**src/design/thermal_pkg.sv**
```systemverilog
// Constants, types and register map of the thermal shutdown monitor.
package thermal_pkg;
   localparam int NCH = 8;
   localparam int CLK_FREQ_HZ = 125_000_000;
   localparam int CONV_PERIOD_MS = 250;
   localparam int CONV_PERIOD_CYCLES = CLK_FREQ_HZ / 1000 * CONV_PERIOD_MS;
   localparam int NORMAL_MEAS_MS = 21;
   localparam logic [2:0] EXT1_CH = 3'h1;
   localparam logic [7:0] TRIP_BASE = 8'h41;
   localparam logic [7:0] TRIP_MAX = 8'h7f;
   localparam logic [5:0] TRIP_MAX_CODE = 6'h3e;
   localparam logic [7:0] HW_RELEASE_DROP = 8'h0a;
   localparam logic [7:0] FAULT_VALUE = 8'h80;
   localparam logic [7:0] LIMIT_RESET = 8'h55;
   localparam logic [7:0] LOW_RESET = 8'h00;
   localparam logic [7:0] HYST_RESET = 8'h0a;
   localparam logic [7:0] CTRL_RESET = 8'h09;
   localparam logic [7:0] CH_EN_RESET = 8'hff;
   localparam logic [2:0] QUEUE_MAX = 3'h4;
   // Control register fields.
   localparam int CTRL_DYN = 0;
   localparam int CTRL_HOT_EVT = 1;
   localparam int CTRL_RATE_LSB = 2;
   // Status register fields.
   localparam int ST_HIGH = 0;
   localparam int ST_LOW = 1;
   localparam int ST_FAULT = 2;
   localparam int ST_HOT = 3;
   localparam int ST_SHDN = 4;
   // Register byte offsets.
   localparam logic [7:0] ADDR_CTRL = 8'h00;
   localparam logic [7:0] ADDR_LINK = 8'h04;
   localparam logic [7:0] ADDR_FILTER = 8'h08;
   localparam logic [7:0] ADDR_QUEUE = 8'h0c;
   localparam logic [7:0] ADDR_HYST = 8'h10;
   localparam logic [7:0] ADDR_HOT_SEL = 8'h14;
   localparam logic [7:0] ADDR_STATUS = 8'h18;
   localparam logic [7:0] ADDR_MASK = 8'h1c;
   localparam logic [7:0] ADDR_SHDN = 8'h20;
   localparam logic [7:0] ADDR_HOTTEST = 8'h24;
   localparam logic [7:0] ADDR_CH_EN = 8'h28;
   // Per-channel groups: byte address = group * 32 + channel * 4.
   localparam logic [2:0] GRP_TEMP = 3'h2;
   localparam logic [2:0] GRP_CRIT = 3'h3;
   localparam logic [2:0] GRP_HIGH = 3'h4;
   localparam logic [2:0] GRP_LOW = 3'h5;
   localparam logic [1:0] RESP_OKAY = 2'b00;
   localparam logic [1:0] RESP_SLVERR = 2'b10;

   typedef enum logic [1:0] {
      RATE_1PS = 2'b00,
      RATE_2PS = 2'b01,
      RATE_4PS = 2'b10,
      RATE_CONT = 2'b11
   } rate_t;

   typedef enum logic [1:0] {
      MT_HALF = 2'b00,
      MT_1X = 2'b01,
      MT_2X = 2'b10,
      MT_4X = 2'b11
   } meas_time_t;

   typedef struct packed {
      logic [2:0] ch;
      logic [7:0] temp;
      logic fault;
   } meas_t;

   typedef struct packed {
      logic open;
      logic [5:0] code;
   } trip_t;
endpackage

```
**src/design/thermal_shutdown_monitor.sv**
```systemverilog
// Temperature monitor with hardware shutdown and AXI4-Lite registers.
`timescale 1ns/1ns
`default_nettype none
module thermal_shutdown_monitor
#(
   parameter int CONV_BASE_CYCLES = thermal_pkg::CONV_PERIOD_CYCLES
)
(
   // Clock and reset.
   input wire logic aclk,
   input wire logic aresetn,
   // AXI4-Lite write channels.
   input wire logic [31:0] awaddr,
   input wire logic awvalid,
   output logic awready,
   input wire logic [31:0] wdata,
   input wire logic [3:0] wstrb,
   input wire logic wvalid,
   output logic wready,
   output logic [1:0] bresp,
   output logic bvalid,
   input wire logic bready,
   // AXI4-Lite read channels.
   input wire logic [31:0] araddr,
   input wire logic arvalid,
   output logic arready,
   output logic [31:0] rdata,
   output logic [1:0] rresp,
   output logic rvalid,
   input wire logic rready,
   // Measurement front end.
   input wire logic meas_valid,
   input wire thermal_pkg::meas_t meas,
   input wire logic meas_cycle_end,
   output logic conv_start,
   output thermal_pkg::meas_time_t meas_time,
   // Threshold pin level, already digitised.
   input wire thermal_pkg::trip_t threshold_select_input,
   // Shutdown and interrupt.
   output logic system_shutdown_out_n,
   output logic irq
);
   import thermal_pkg::*;
   logic [7:0] ctrl, link, filter, hyst, hot_sel, status, mask, ch_en;
   logic [3:0] queue;
   logic [7:0] hw_thr, hot_temp, hot_oh;
   logic [31:0] aw_q, w_q;
   logic [3:0] strb_q;
   logic [31:0] conv_cnt;
   logic kick, shdn_act, end_q;
   logic [2:0] hw_cnt;
   trip_t trip_meta, trip_sync;
   wire logic [7:0] temp_v [NCH];
   wire logic [7:0] crit_v [NCH];
   wire logic [7:0] high_v [NCH];
   wire logic [7:0] low_v [NCH];
   wire logic [NCH-1:0] hi_trip, lo_trip, ft_trip, cr_trip, rel_ok, faulted;
   function automatic logic [2:0] next_cnt(input logic c, input logic [2:0] n);
      next_cnt = !c ? 3'h0 : (n == QUEUE_MAX) ? QUEUE_MAX : n + 3'h1;
   endfunction
   // Register write decode; a write happens once address and data are held.
   wire logic wr_fire = !awready && !wready && !bvalid;
   wire logic [7:0] wa = aw_q[7:0];
   wire logic [2:0] wg = wa[7:5];
   wire logic [2:0] wi = wa[4:2];
   wire logic wa_ok = aw_q[31:8] == 24'h0 && wa[1:0] == 2'b00;
   wire logic w_grp = wa_ok && (wg == GRP_CRIT || wg == GRP_HIGH ||
      wg == GRP_LOW);
   wire logic w_scal = wa_ok && (wa == ADDR_CTRL || wa == ADDR_LINK ||
      wa == ADDR_FILTER || wa == ADDR_QUEUE || wa == ADDR_HYST ||
      wa == ADDR_HOT_SEL || wa == ADDR_STATUS || wa == ADDR_MASK ||
      wa == ADDR_CH_EN);
   wire logic wr_map = w_grp || w_scal;
   wire logic wr_en = wr_fire && wr_map && strb_q[0];
   wire logic [7:0] wd = w_q[7:0];
   wire logic [7:0] st_clr = (wr_en && wa == ADDR_STATUS) ? wd : 8'h00;
   // Queue lengths one to four, separately for alert and shutdown.
   wire logic [2:0] shdn_len = {1'b0, queue[1:0]} + 3'h1;
   wire logic [2:0] alert_len = {1'b0, queue[3:2]} + 3'h1;
   wire logic take = meas_valid && ch_en[meas.ch];
   rate_t rate;
   assign rate = rate_t'(ctrl[CTRL_RATE_LSB +: 2]);
   // One slice per channel: reported value, averaging except on channel 0, counters, limits.
   for (genvar i = 0; i < NCH; i++)
   begin : chan
      logic [7:0] t, cr, hl, ll;
      logic [7:0] h [3];
      logic [2:0] c_hi, c_lo, c_ft, c_cr;
      logic flt;
      wire logic hit = take && meas.ch == 3'(i);
      wire logic [9:0] sum = 10'(meas.temp) + 10'(h[0]) + 10'(h[1]) +
         10'(h[2]);
      wire logic avg_on = filter[i] && i != 0;
      wire logic [7:0] v = meas.fault ? FAULT_VALUE :
         (avg_on ? sum[9:2] : meas.temp);
      wire logic is_hi = !meas.fault && v >= hl;
      wire logic is_lo = !meas.fault && v < ll;
      wire logic is_cr = !meas.fault && v > cr;
      wire logic [2:0] n_hi = next_cnt(is_hi, c_hi);
      wire logic [2:0] n_lo = next_cnt(is_lo, c_lo);
      wire logic [2:0] n_ft = next_cnt(meas.fault, c_ft);
      wire logic [2:0] n_cr = next_cnt(is_cr, c_cr);
      wire logic wsel = wr_en && w_grp && wi == 3'(i);
      always_ff @(posedge aclk)
      begin
         if (!aresetn)
         begin
            t <= 8'h00;
            h <= '{default: 8'h00};
            c_hi <= 3'h0;
            c_lo <= 3'h0;
            c_ft <= 3'h0;
            c_cr <= 3'h0;
            flt <= 1'b0;
            cr <= LIMIT_RESET;
            hl <= LIMIT_RESET;
            ll <= LOW_RESET;
         end
         else
         begin
            if (hit)
            begin
               t <= v;
               flt <= meas.fault;
               c_hi <= n_hi;
               c_lo <= n_lo;
               c_ft <= n_ft;
               c_cr <= n_cr;
               if (!meas.fault)
               begin
                  h[0] <= meas.temp;
                  h[1] <= h[0];
                  h[2] <= h[1];
               end
            end
            if (wsel && wg == GRP_CRIT)
               cr <= wd;
            if (wsel && wg == GRP_HIGH)
               hl <= wd;
            if (wsel && wg == GRP_LOW)
               ll <= wd;
         end
      end
      assign hi_trip[i] = hit && n_hi >= alert_len;
      assign lo_trip[i] = hit && n_lo >= alert_len;
      assign ft_trip[i] = hit && n_ft >= alert_len;
      assign cr_trip[i] = hit && link[i] && n_cr >= shdn_len;
      assign rel_ok[i] = !link[i] ||
         ({1'b0, t} + {1'b0, hyst} < {1'b0, cr});
      assign faulted[i] = flt;
      assign temp_v[i] = t;
      assign crit_v[i] = cr;
      assign high_v[i] = hl;
      assign low_v[i] = ll;
   end

   // Hardware threshold path of external channel 1.
   wire logic hw_hit = take && meas.ch == EXT1_CH;
   wire logic hw_over = !meas.fault && chan[1].v > hw_thr;
   wire logic [2:0] hw_next = next_cnt(hw_over, hw_cnt);
   wire logic hw_trip = hw_hit && hw_next >= shdn_len;
   wire logic shdn_set = hw_trip || |cr_trip;
   wire logic shdn_rel = temp_v[1] < hw_thr - HW_RELEASE_DROP &&
      &rel_ok;
   wire logic next_shdn = shdn_set ? 1'b1 : (shdn_rel ? 1'b0 : shdn_act);
   // Threshold decode: one degree per code step, open pin gives minimum.
   wire logic [7:0] thr_dec = trip_sync.open ? TRIP_BASE :
      (trip_sync.code >= TRIP_MAX_CODE) ? TRIP_MAX :
      TRIP_BASE + {2'b00, trip_sync.code};
   // Hottest of selected channels, judged once the last sample is stored.
   wire logic [NCH-1:0] cand = hot_sel & ch_en & ~faulted;
   logic [7:0] best_t, best_oh;
   always_comb
   begin
      best_t = 8'h00;
      best_oh = 8'h00;
      for (int k = 1; k < NCH; k++)
      begin
         if (cand[k] && (best_oh == 8'h00 || temp_v[k] > best_t))
         begin
            best_t = temp_v[k];
            best_oh = 8'h00;
            best_oh[k] = 1'b1;
         end
      end
   end
   wire logic hot_upd = end_q && best_oh != 8'h00;
   wire logic hot_chg = hot_upd && ctrl[CTRL_HOT_EVT] &&
      hot_oh != 8'h00 && best_oh != hot_oh;
   // Status events; a new event wins over a clear in the same cycle.
   wire logic [7:0] st_set = {3'b000, shdn_set && !shdn_act, hot_chg,
      |ft_trip, |lo_trip, |hi_trip};
   wire logic [7:0] next_status = (status & ~st_clr) | st_set;
   // Conversion timing and measurement length per rate.
   wire logic [31:0] period = (rate == RATE_1PS) ?
      32'(CONV_BASE_CYCLES) << 2 : (rate == RATE_2PS) ?
      32'(CONV_BASE_CYCLES) << 1 : 32'(CONV_BASE_CYCLES);
   meas_time_t next_mt;
   assign next_mt = (rate == RATE_CONT) ? MT_HALF :
      !ctrl[CTRL_DYN] ? MT_1X : (rate == RATE_1PS) ? MT_4X :
      (rate == RATE_2PS) ? MT_2X : MT_1X;
   wire logic tick = (rate == RATE_CONT) ? (meas_cycle_end || kick) :
      conv_cnt == 32'h0;
   // Read decode.
   wire logic [7:0] ra = araddr[7:0];
   wire logic [2:0] rg = ra[7:5];
   wire logic [2:0] ri = ra[4:2];
   wire logic ra_ok = araddr[31:8] == 24'h0 && ra[1:0] == 2'b00;
   wire logic r_grp = ra_ok && (rg == GRP_TEMP || rg == GRP_CRIT ||
      rg == GRP_HIGH || rg == GRP_LOW);
   wire logic [7:0] r_grp_d = (rg == GRP_TEMP) ? temp_v[ri] :
      (rg == GRP_CRIT) ? crit_v[ri] : (rg == GRP_HIGH) ? high_v[ri] :
      low_v[ri];
   wire logic [7:0] r_scal_d = (ra == ADDR_CTRL) ? ctrl :
      (ra == ADDR_LINK) ? link : (ra == ADDR_FILTER) ? filter :
      (ra == ADDR_QUEUE) ? {4'h0, queue} : (ra == ADDR_HYST) ? hyst :
      (ra == ADDR_HOT_SEL) ? hot_sel : (ra == ADDR_STATUS) ? status :
      (ra == ADDR_MASK) ? mask : (ra == ADDR_CH_EN) ? ch_en : 8'h00;
   wire logic r_scal = ra_ok && (ra == ADDR_CTRL || ra == ADDR_LINK ||
      ra == ADDR_FILTER || ra == ADDR_QUEUE || ra == ADDR_HYST ||
      ra == ADDR_HOT_SEL || ra == ADDR_STATUS || ra == ADDR_MASK ||
      ra == ADDR_CH_EN);
   wire logic r_wide = ra_ok && (ra == ADDR_SHDN || ra == ADDR_HOTTEST);
   wire logic [31:0] r_wide_d = (ra == ADDR_SHDN) ?
      {16'h0, hw_thr, 7'h00, shdn_act} : {16'h0, hot_oh, hot_temp};
   wire logic [31:0] rd_word = r_grp ? {24'h0, r_grp_d} :
      r_wide ? r_wide_d : {24'h0, r_scal_d};
   wire logic rd_map = r_grp || r_scal || r_wide;
   // AXI4-Lite slave handshakes.
   always_ff @(posedge aclk)
   begin
      if (!aresetn)
      begin
         awready <= 1'b1;
         wready <= 1'b1;
         bvalid <= 1'b0;
         bresp <= RESP_OKAY;
         aw_q <= 32'h0;
         w_q <= 32'h0;
         strb_q <= 4'h0;
      end
      else
      begin
         if (awvalid && awready)
         begin
            aw_q <= awaddr;
            awready <= 1'b0;
         end
         if (wvalid && wready)
         begin
            w_q <= wdata;
            strb_q <= wstrb;
            wready <= 1'b0;
         end
         if (wr_fire)
         begin
            bvalid <= 1'b1;
            bresp <= wr_map ? RESP_OKAY : RESP_SLVERR;
         end
         if (bvalid && bready)
         begin
            bvalid <= 1'b0;
            awready <= 1'b1;
            wready <= 1'b1;
         end
      end
   end

   always_ff @(posedge aclk)
   begin
      if (!aresetn)
      begin
         arready <= 1'b1;
         rvalid <= 1'b0;
         rdata <= 32'h0;
         rresp <= RESP_OKAY;
      end
      else if (arvalid && arready)
      begin
         arready <= 1'b0;
         rvalid <= 1'b1;
         rdata <= rd_map ? rd_word : 32'h0;
         rresp <= rd_map ? RESP_OKAY : RESP_SLVERR;
      end
      else if (rvalid && rready)
      begin
         rvalid <= 1'b0;
         arready <= 1'b1;
      end
   end

   // Software registers.
   always_ff @(posedge aclk)
   begin
      if (!aresetn)
      begin
         ctrl <= CTRL_RESET;
         link <= 8'h00;
         filter <= 8'h00;
         queue <= 4'h0;
         hyst <= HYST_RESET;
         hot_sel <= 8'h00;
         mask <= 8'h00;
         ch_en <= CH_EN_RESET;
      end
      else if (wr_en)
      begin
         if (wa == ADDR_CTRL)
            ctrl <= {4'h0, wd[3:0]};
         if (wa == ADDR_LINK)
            link <= wd;
         if (wa == ADDR_FILTER)
            filter <= wd;
         if (wa == ADDR_QUEUE)
            queue <= wd[3:0];
         if (wa == ADDR_HYST)
            hyst <= wd;
         if (wa == ADDR_HOT_SEL)
            hot_sel <= {wd[7:1], 1'b0};
         if (wa == ADDR_MASK)
            mask <= wd;
         if (wa == ADDR_CH_EN)
            ch_en <= wd;
      end
   end

   // Threshold pin synchroniser; the decoded value is held per conversion.
   always_ff @(posedge aclk)
   begin
      if (!aresetn)
      begin
         trip_meta <= '0;
         trip_sync <= '0;
         hw_thr <= TRIP_BASE;
      end
      else
      begin
         trip_meta <= threshold_select_input;
         trip_sync <= trip_meta;
         if (tick)
            hw_thr <= thr_dec;
      end
   end

   // Conversion scheduler.
   always_ff @(posedge aclk)
   begin
      if (!aresetn)
      begin
         conv_cnt <= 32'h0;
         kick <= 1'b1;
         conv_start <= 1'b0;
         meas_time <= MT_1X;
      end
      else
      begin
         kick <= 1'b0;
         conv_start <= tick;
         meas_time <= next_mt;
         conv_cnt <= (tick || rate == RATE_CONT) ? period - 32'h1 :
            conv_cnt - 32'h1;
      end
   end

   // Shutdown latch, hottest tracking, status and interrupt.
   always_ff @(posedge aclk)
   begin
      if (!aresetn)
      begin
         hw_cnt <= 3'h0;
         shdn_act <= 1'b0;
         system_shutdown_out_n <= 1'b1;
         hot_temp <= 8'h00;
         hot_oh <= 8'h00;
         status <= 8'h00;
         irq <= 1'b0;
         end_q <= 1'b0;
      end
      else
      begin
         if (hw_hit)
            hw_cnt <= hw_next;
         shdn_act <= next_shdn;
         system_shutdown_out_n <= !next_shdn;
         if (hot_upd)
         begin
            hot_temp <= best_t;
            hot_oh <= best_oh;
         end
         status <= next_status;
         irq <= |(next_status & ~mask);
         end_q <= meas_cycle_end;
      end
   end
endmodule
`default_nettype wire

```
**config.mk**
```make
export PLATFORM = sky130hd
export DESIGN_NAME = thermal_shutdown_monitor
export DESIGN_NICKNAME = d
export VERILOG_FILES = /design/src/design/thermal_pkg.sv /design/src/design/thermal_shutdown_monitor.sv
export SDC_FILE = /design/constraint.sdc
export NUM_CORES = 2
export LEC_CHECK = 0
export BUFFER_PORTS_ARGS = -buffer_cell sky130_fd_sc_hd__buf_2
export CELL_PAD_IN_SITES_DETAIL_PLACEMENT = 0
export CELL_PAD_IN_SITES_GLOBAL_PLACEMENT = 1
export CORE_AREA = 2 2 353 355
export CTS_CLUSTER_DIAMETER = 150
export DETAILED_ROUTE_END_ITERATION = 7
export DIE_AREA = 0 0 355 357
export PLACE_DENSITY_LB_ADDON = 0.1
export SLEW_MARGIN = 40
export SYNTH_ARGS = -nofsm -noshare
export SYNTH_HDL_FRONTEND = slang
export SYNTH_SLANG_ARGS = --single-unit
```
**constraint.sdc**
```tcl
create_clock -name aclk -period 13 [get_ports aclk]
set_input_delay 1.95 -clock aclk [delete_from_list [all_inputs] [get_ports aclk]]
set_output_delay 1.95 -clock aclk [all_outputs]
set_load 0.05 [all_outputs]
```
==> impl_results.md <==
* Clock slew at reported path FFs at around 0.06 ns
* Static Leak at 22.5 nW
* Initial antenna violation count at 16
* Total CTS buffers at 91
* Final TNS setup at 0 ns
* H-tree Lvls at 3
* CP startpoint kind: register
* Type of the worst setup path: reg2reg
* TritonCTS clock tree: done
* Mapped Area at 0.0489 sq mm
* CP top delay family: compound AO/OA/AOI/OAI gates
* Fin crit period at 11.92 ns
* Final Setup Violations at 0
* Final Slew Violations at 0
* Critical Path RT at 13.56 ns
* Die X at 355 um
* CTS Hold Buffers Added at 0
* Num Clock Sinks at 734
* Final hold viol count at 0
* Clock Skew at 0.0290 ns
* HP Class: reg2reg
* Final HPWL DP at roughly 130 mm
* Post-synth EDFFs at 0
* RSZ-0062 raised after global routing: false
* Leading register cell type out of synthesis: dfxtp_1
* Area added between synthesis and finish at 12.3%
* Layout cells sized above 1 at 9.99%
* Routability Congestion at 0.953
* Routed WL at 180 mm
* Syn Area/Cell at 8.28 sq um
* Post_cts resized at 0
* Fillers at 12300
* Crit-path slowest cell: or4_1
* WP data arrival at 12.48 ns
* Max IR drop VDD at 0.0892 mV
* Final ANT Viol Nets at 0
* Critical path endpoint category: register
* Vias/cell at 5.51
* Count leader, synth: nand2_1
* Layout net count at just under 7000
* Vias in the first global route at between 30000 and 40000
* Worst slew margin at between 30% and 40%
* Drt initial violations at ~3500
* Sequential-to-total area share from yosys stat at 30.1%
* Input/output buffers at 128
* WP buf/inv at 5
* Post-CTS Setup Bufs at 0
* Die height at 357 um
* Netlist cell types at 80
* Global-route wire length before repair at 266 mm
* Max clock buf depth at 3
* Asr flop ratio synth at 0%
* # rows at 129
* Clock Latency Late Sink at 0.71 ns
* Pwr/cell area at 109 mW/mm^2
* Area contributors post-synth: dfxtp_1 (30%), ha_1 (15%), nand2_1 (8.6%)
* Largest net degree at the start of global routing at 186
* Remaining global-route overflow at 0
* Most used cell, CP: ha_1
* Die area at between 0.1 and 0.15 sq mm
* Pwr Total at 5.96 mW
* Max-cap violations at 0
* WL per Instance at 23.5 um
* CP peak stage delay at 0.61 ns
* Initial core utilization at about two fifths
* DRC at 0
* Synthesized flop and latch total at 734
* Root Buffer: clkbuf_16
* Maximum clock rate at around 0.084 GHz
* Post-Synthesis Cells at 5901
* Synth top cells by count: nand2_1 (1117), dfxtp_1 (734), a21oi_1 (718)
* Non-filler cells, final at approximately 7700
* Synth Warn # at 0
* Core Box Area at 0.123 sq mm
* Fin crit share at 91.7%
* Post-synth top area cell: dfxtp_1
* Synth top area share at between 30% and 40%
* Top fanout value on the critical path at 17
* Status: finished clean
* # IOs at 174
* DR pass1 iterations at 7
* Global Route Usage Sum at 28.0%
* Placed cell count at 7500
* Worst Max-Slew Pin Slew at 0.943 ns
* Vias at 42300
[worst paths after layout]
path	startpoint	slack (ns)	endpoint	depth (start not counted)
setup / recovery	ch_en[1]	1.08	irq	47
hold / removal	trip_meta[2]	0.44	trip_sync[2]	1
setup reg to reg	ch_en[1]	1.08	irq	47
hold reg to reg	trip_meta[2]	0.44	trip_sync[2]	1
[area by class of cell]
class                   count  area (sq um)  share of cell area [%]
inverters                 382          1440                    2.63
multi-input cells        4488         31700                    57.8
clock inverters            34           607                    1.11
repair buffers            260          1700                    3.10
flip-flops and latches    734         14700                    26.8
diodes                      1          2.50                 0.00456
clock buffers             131          2640                    4.81
well taps                1637          2050                    3.73
[cell usage in the layout (no fill, tap or decap), types with 92 or more instances in the layout]
cell type | netlist | layout
xnor2_1 | 92 | 92
nand2_1 | 1117 | 1107
nor2_1 | 312 | 304
o21ai_0 | 197 | 193
buf_4 | 18 | 128
a21o_1 | 115 | 115
dfxtp_1 | 734 | 726
mux2i_1 | 134 | 134
clkbuf_16 | 0 | 93
ha_1 | 588 | 588
fa_1 | 120 | 120
buf_2 | 5 | 125
nand3_1 | 114 | 113
inv_1 | 380 | 378
a21oi_1 | 718 | 717
[power breakdown]
group          internal [mW]  leakage [nW]  switching [mW]
Combinational          0.279          15.0           0.483
Sequential              2.31          5.94          0.0654
Clock                   1.72          1.59            1.09
[sequential cells by signal, indices dropped and copies added, names as in the netlist, 24 cells and up]
register,flops
chan.c_hi,24
chan.hl,64
chan.c_ft,24
chan.ll,64
chan.h,168
chan.cr,64
chan.c_cr,24
chan.c_lo,24
chan.t,64
aw_q,32
conv_cnt,32
[per-layer routing]
| metal | up-vias | part of all wire (%) | track usage (%) |
|---|---|---|---|
| li1 | 20500 | - | - |
| met5 | - | 0.034 | 0 |
| met3 | 278 | 6.5 | 4.58 |
| met4 | 10 | 3.3 | 9.33 |
| met1 | 20200 | 47 | 39.3 |
| met2 | 1211 | 44 | 43.7 |
[kinds of logic (layout without fill, tap and decap cells)]
group,Yosys count,in the layout,share of synthesized area (%)
muxes,238,238,7.00
AOI/OAI and AO/OA,1366,1366,16.5
buffers and inverters,696,807,5.51
DFF,734,734,30.1
other,1,19,0.00767
and+or+nand+nor,2044,2044,18.9
xor gates and xnor gates,113,113,2.02
adders and majority gates,709,709,20.0
[through the flow]
stage	utilization [%]	cell area, sq um	hold WS, ns	worst slack, ns
final	44.6	54900	0.437	1.08
after global routing	44.6	54900	0.456	0.116
after CTS	44.6	54800	0.441	1.03
after detailed placement	41.9	51600	0.428	1.06
after global placement	41.8	51400	0.420	1.05
after floorplan	-	49000	0.412	1.85
No activity file was read; power rests on OpenSTA's default activity.
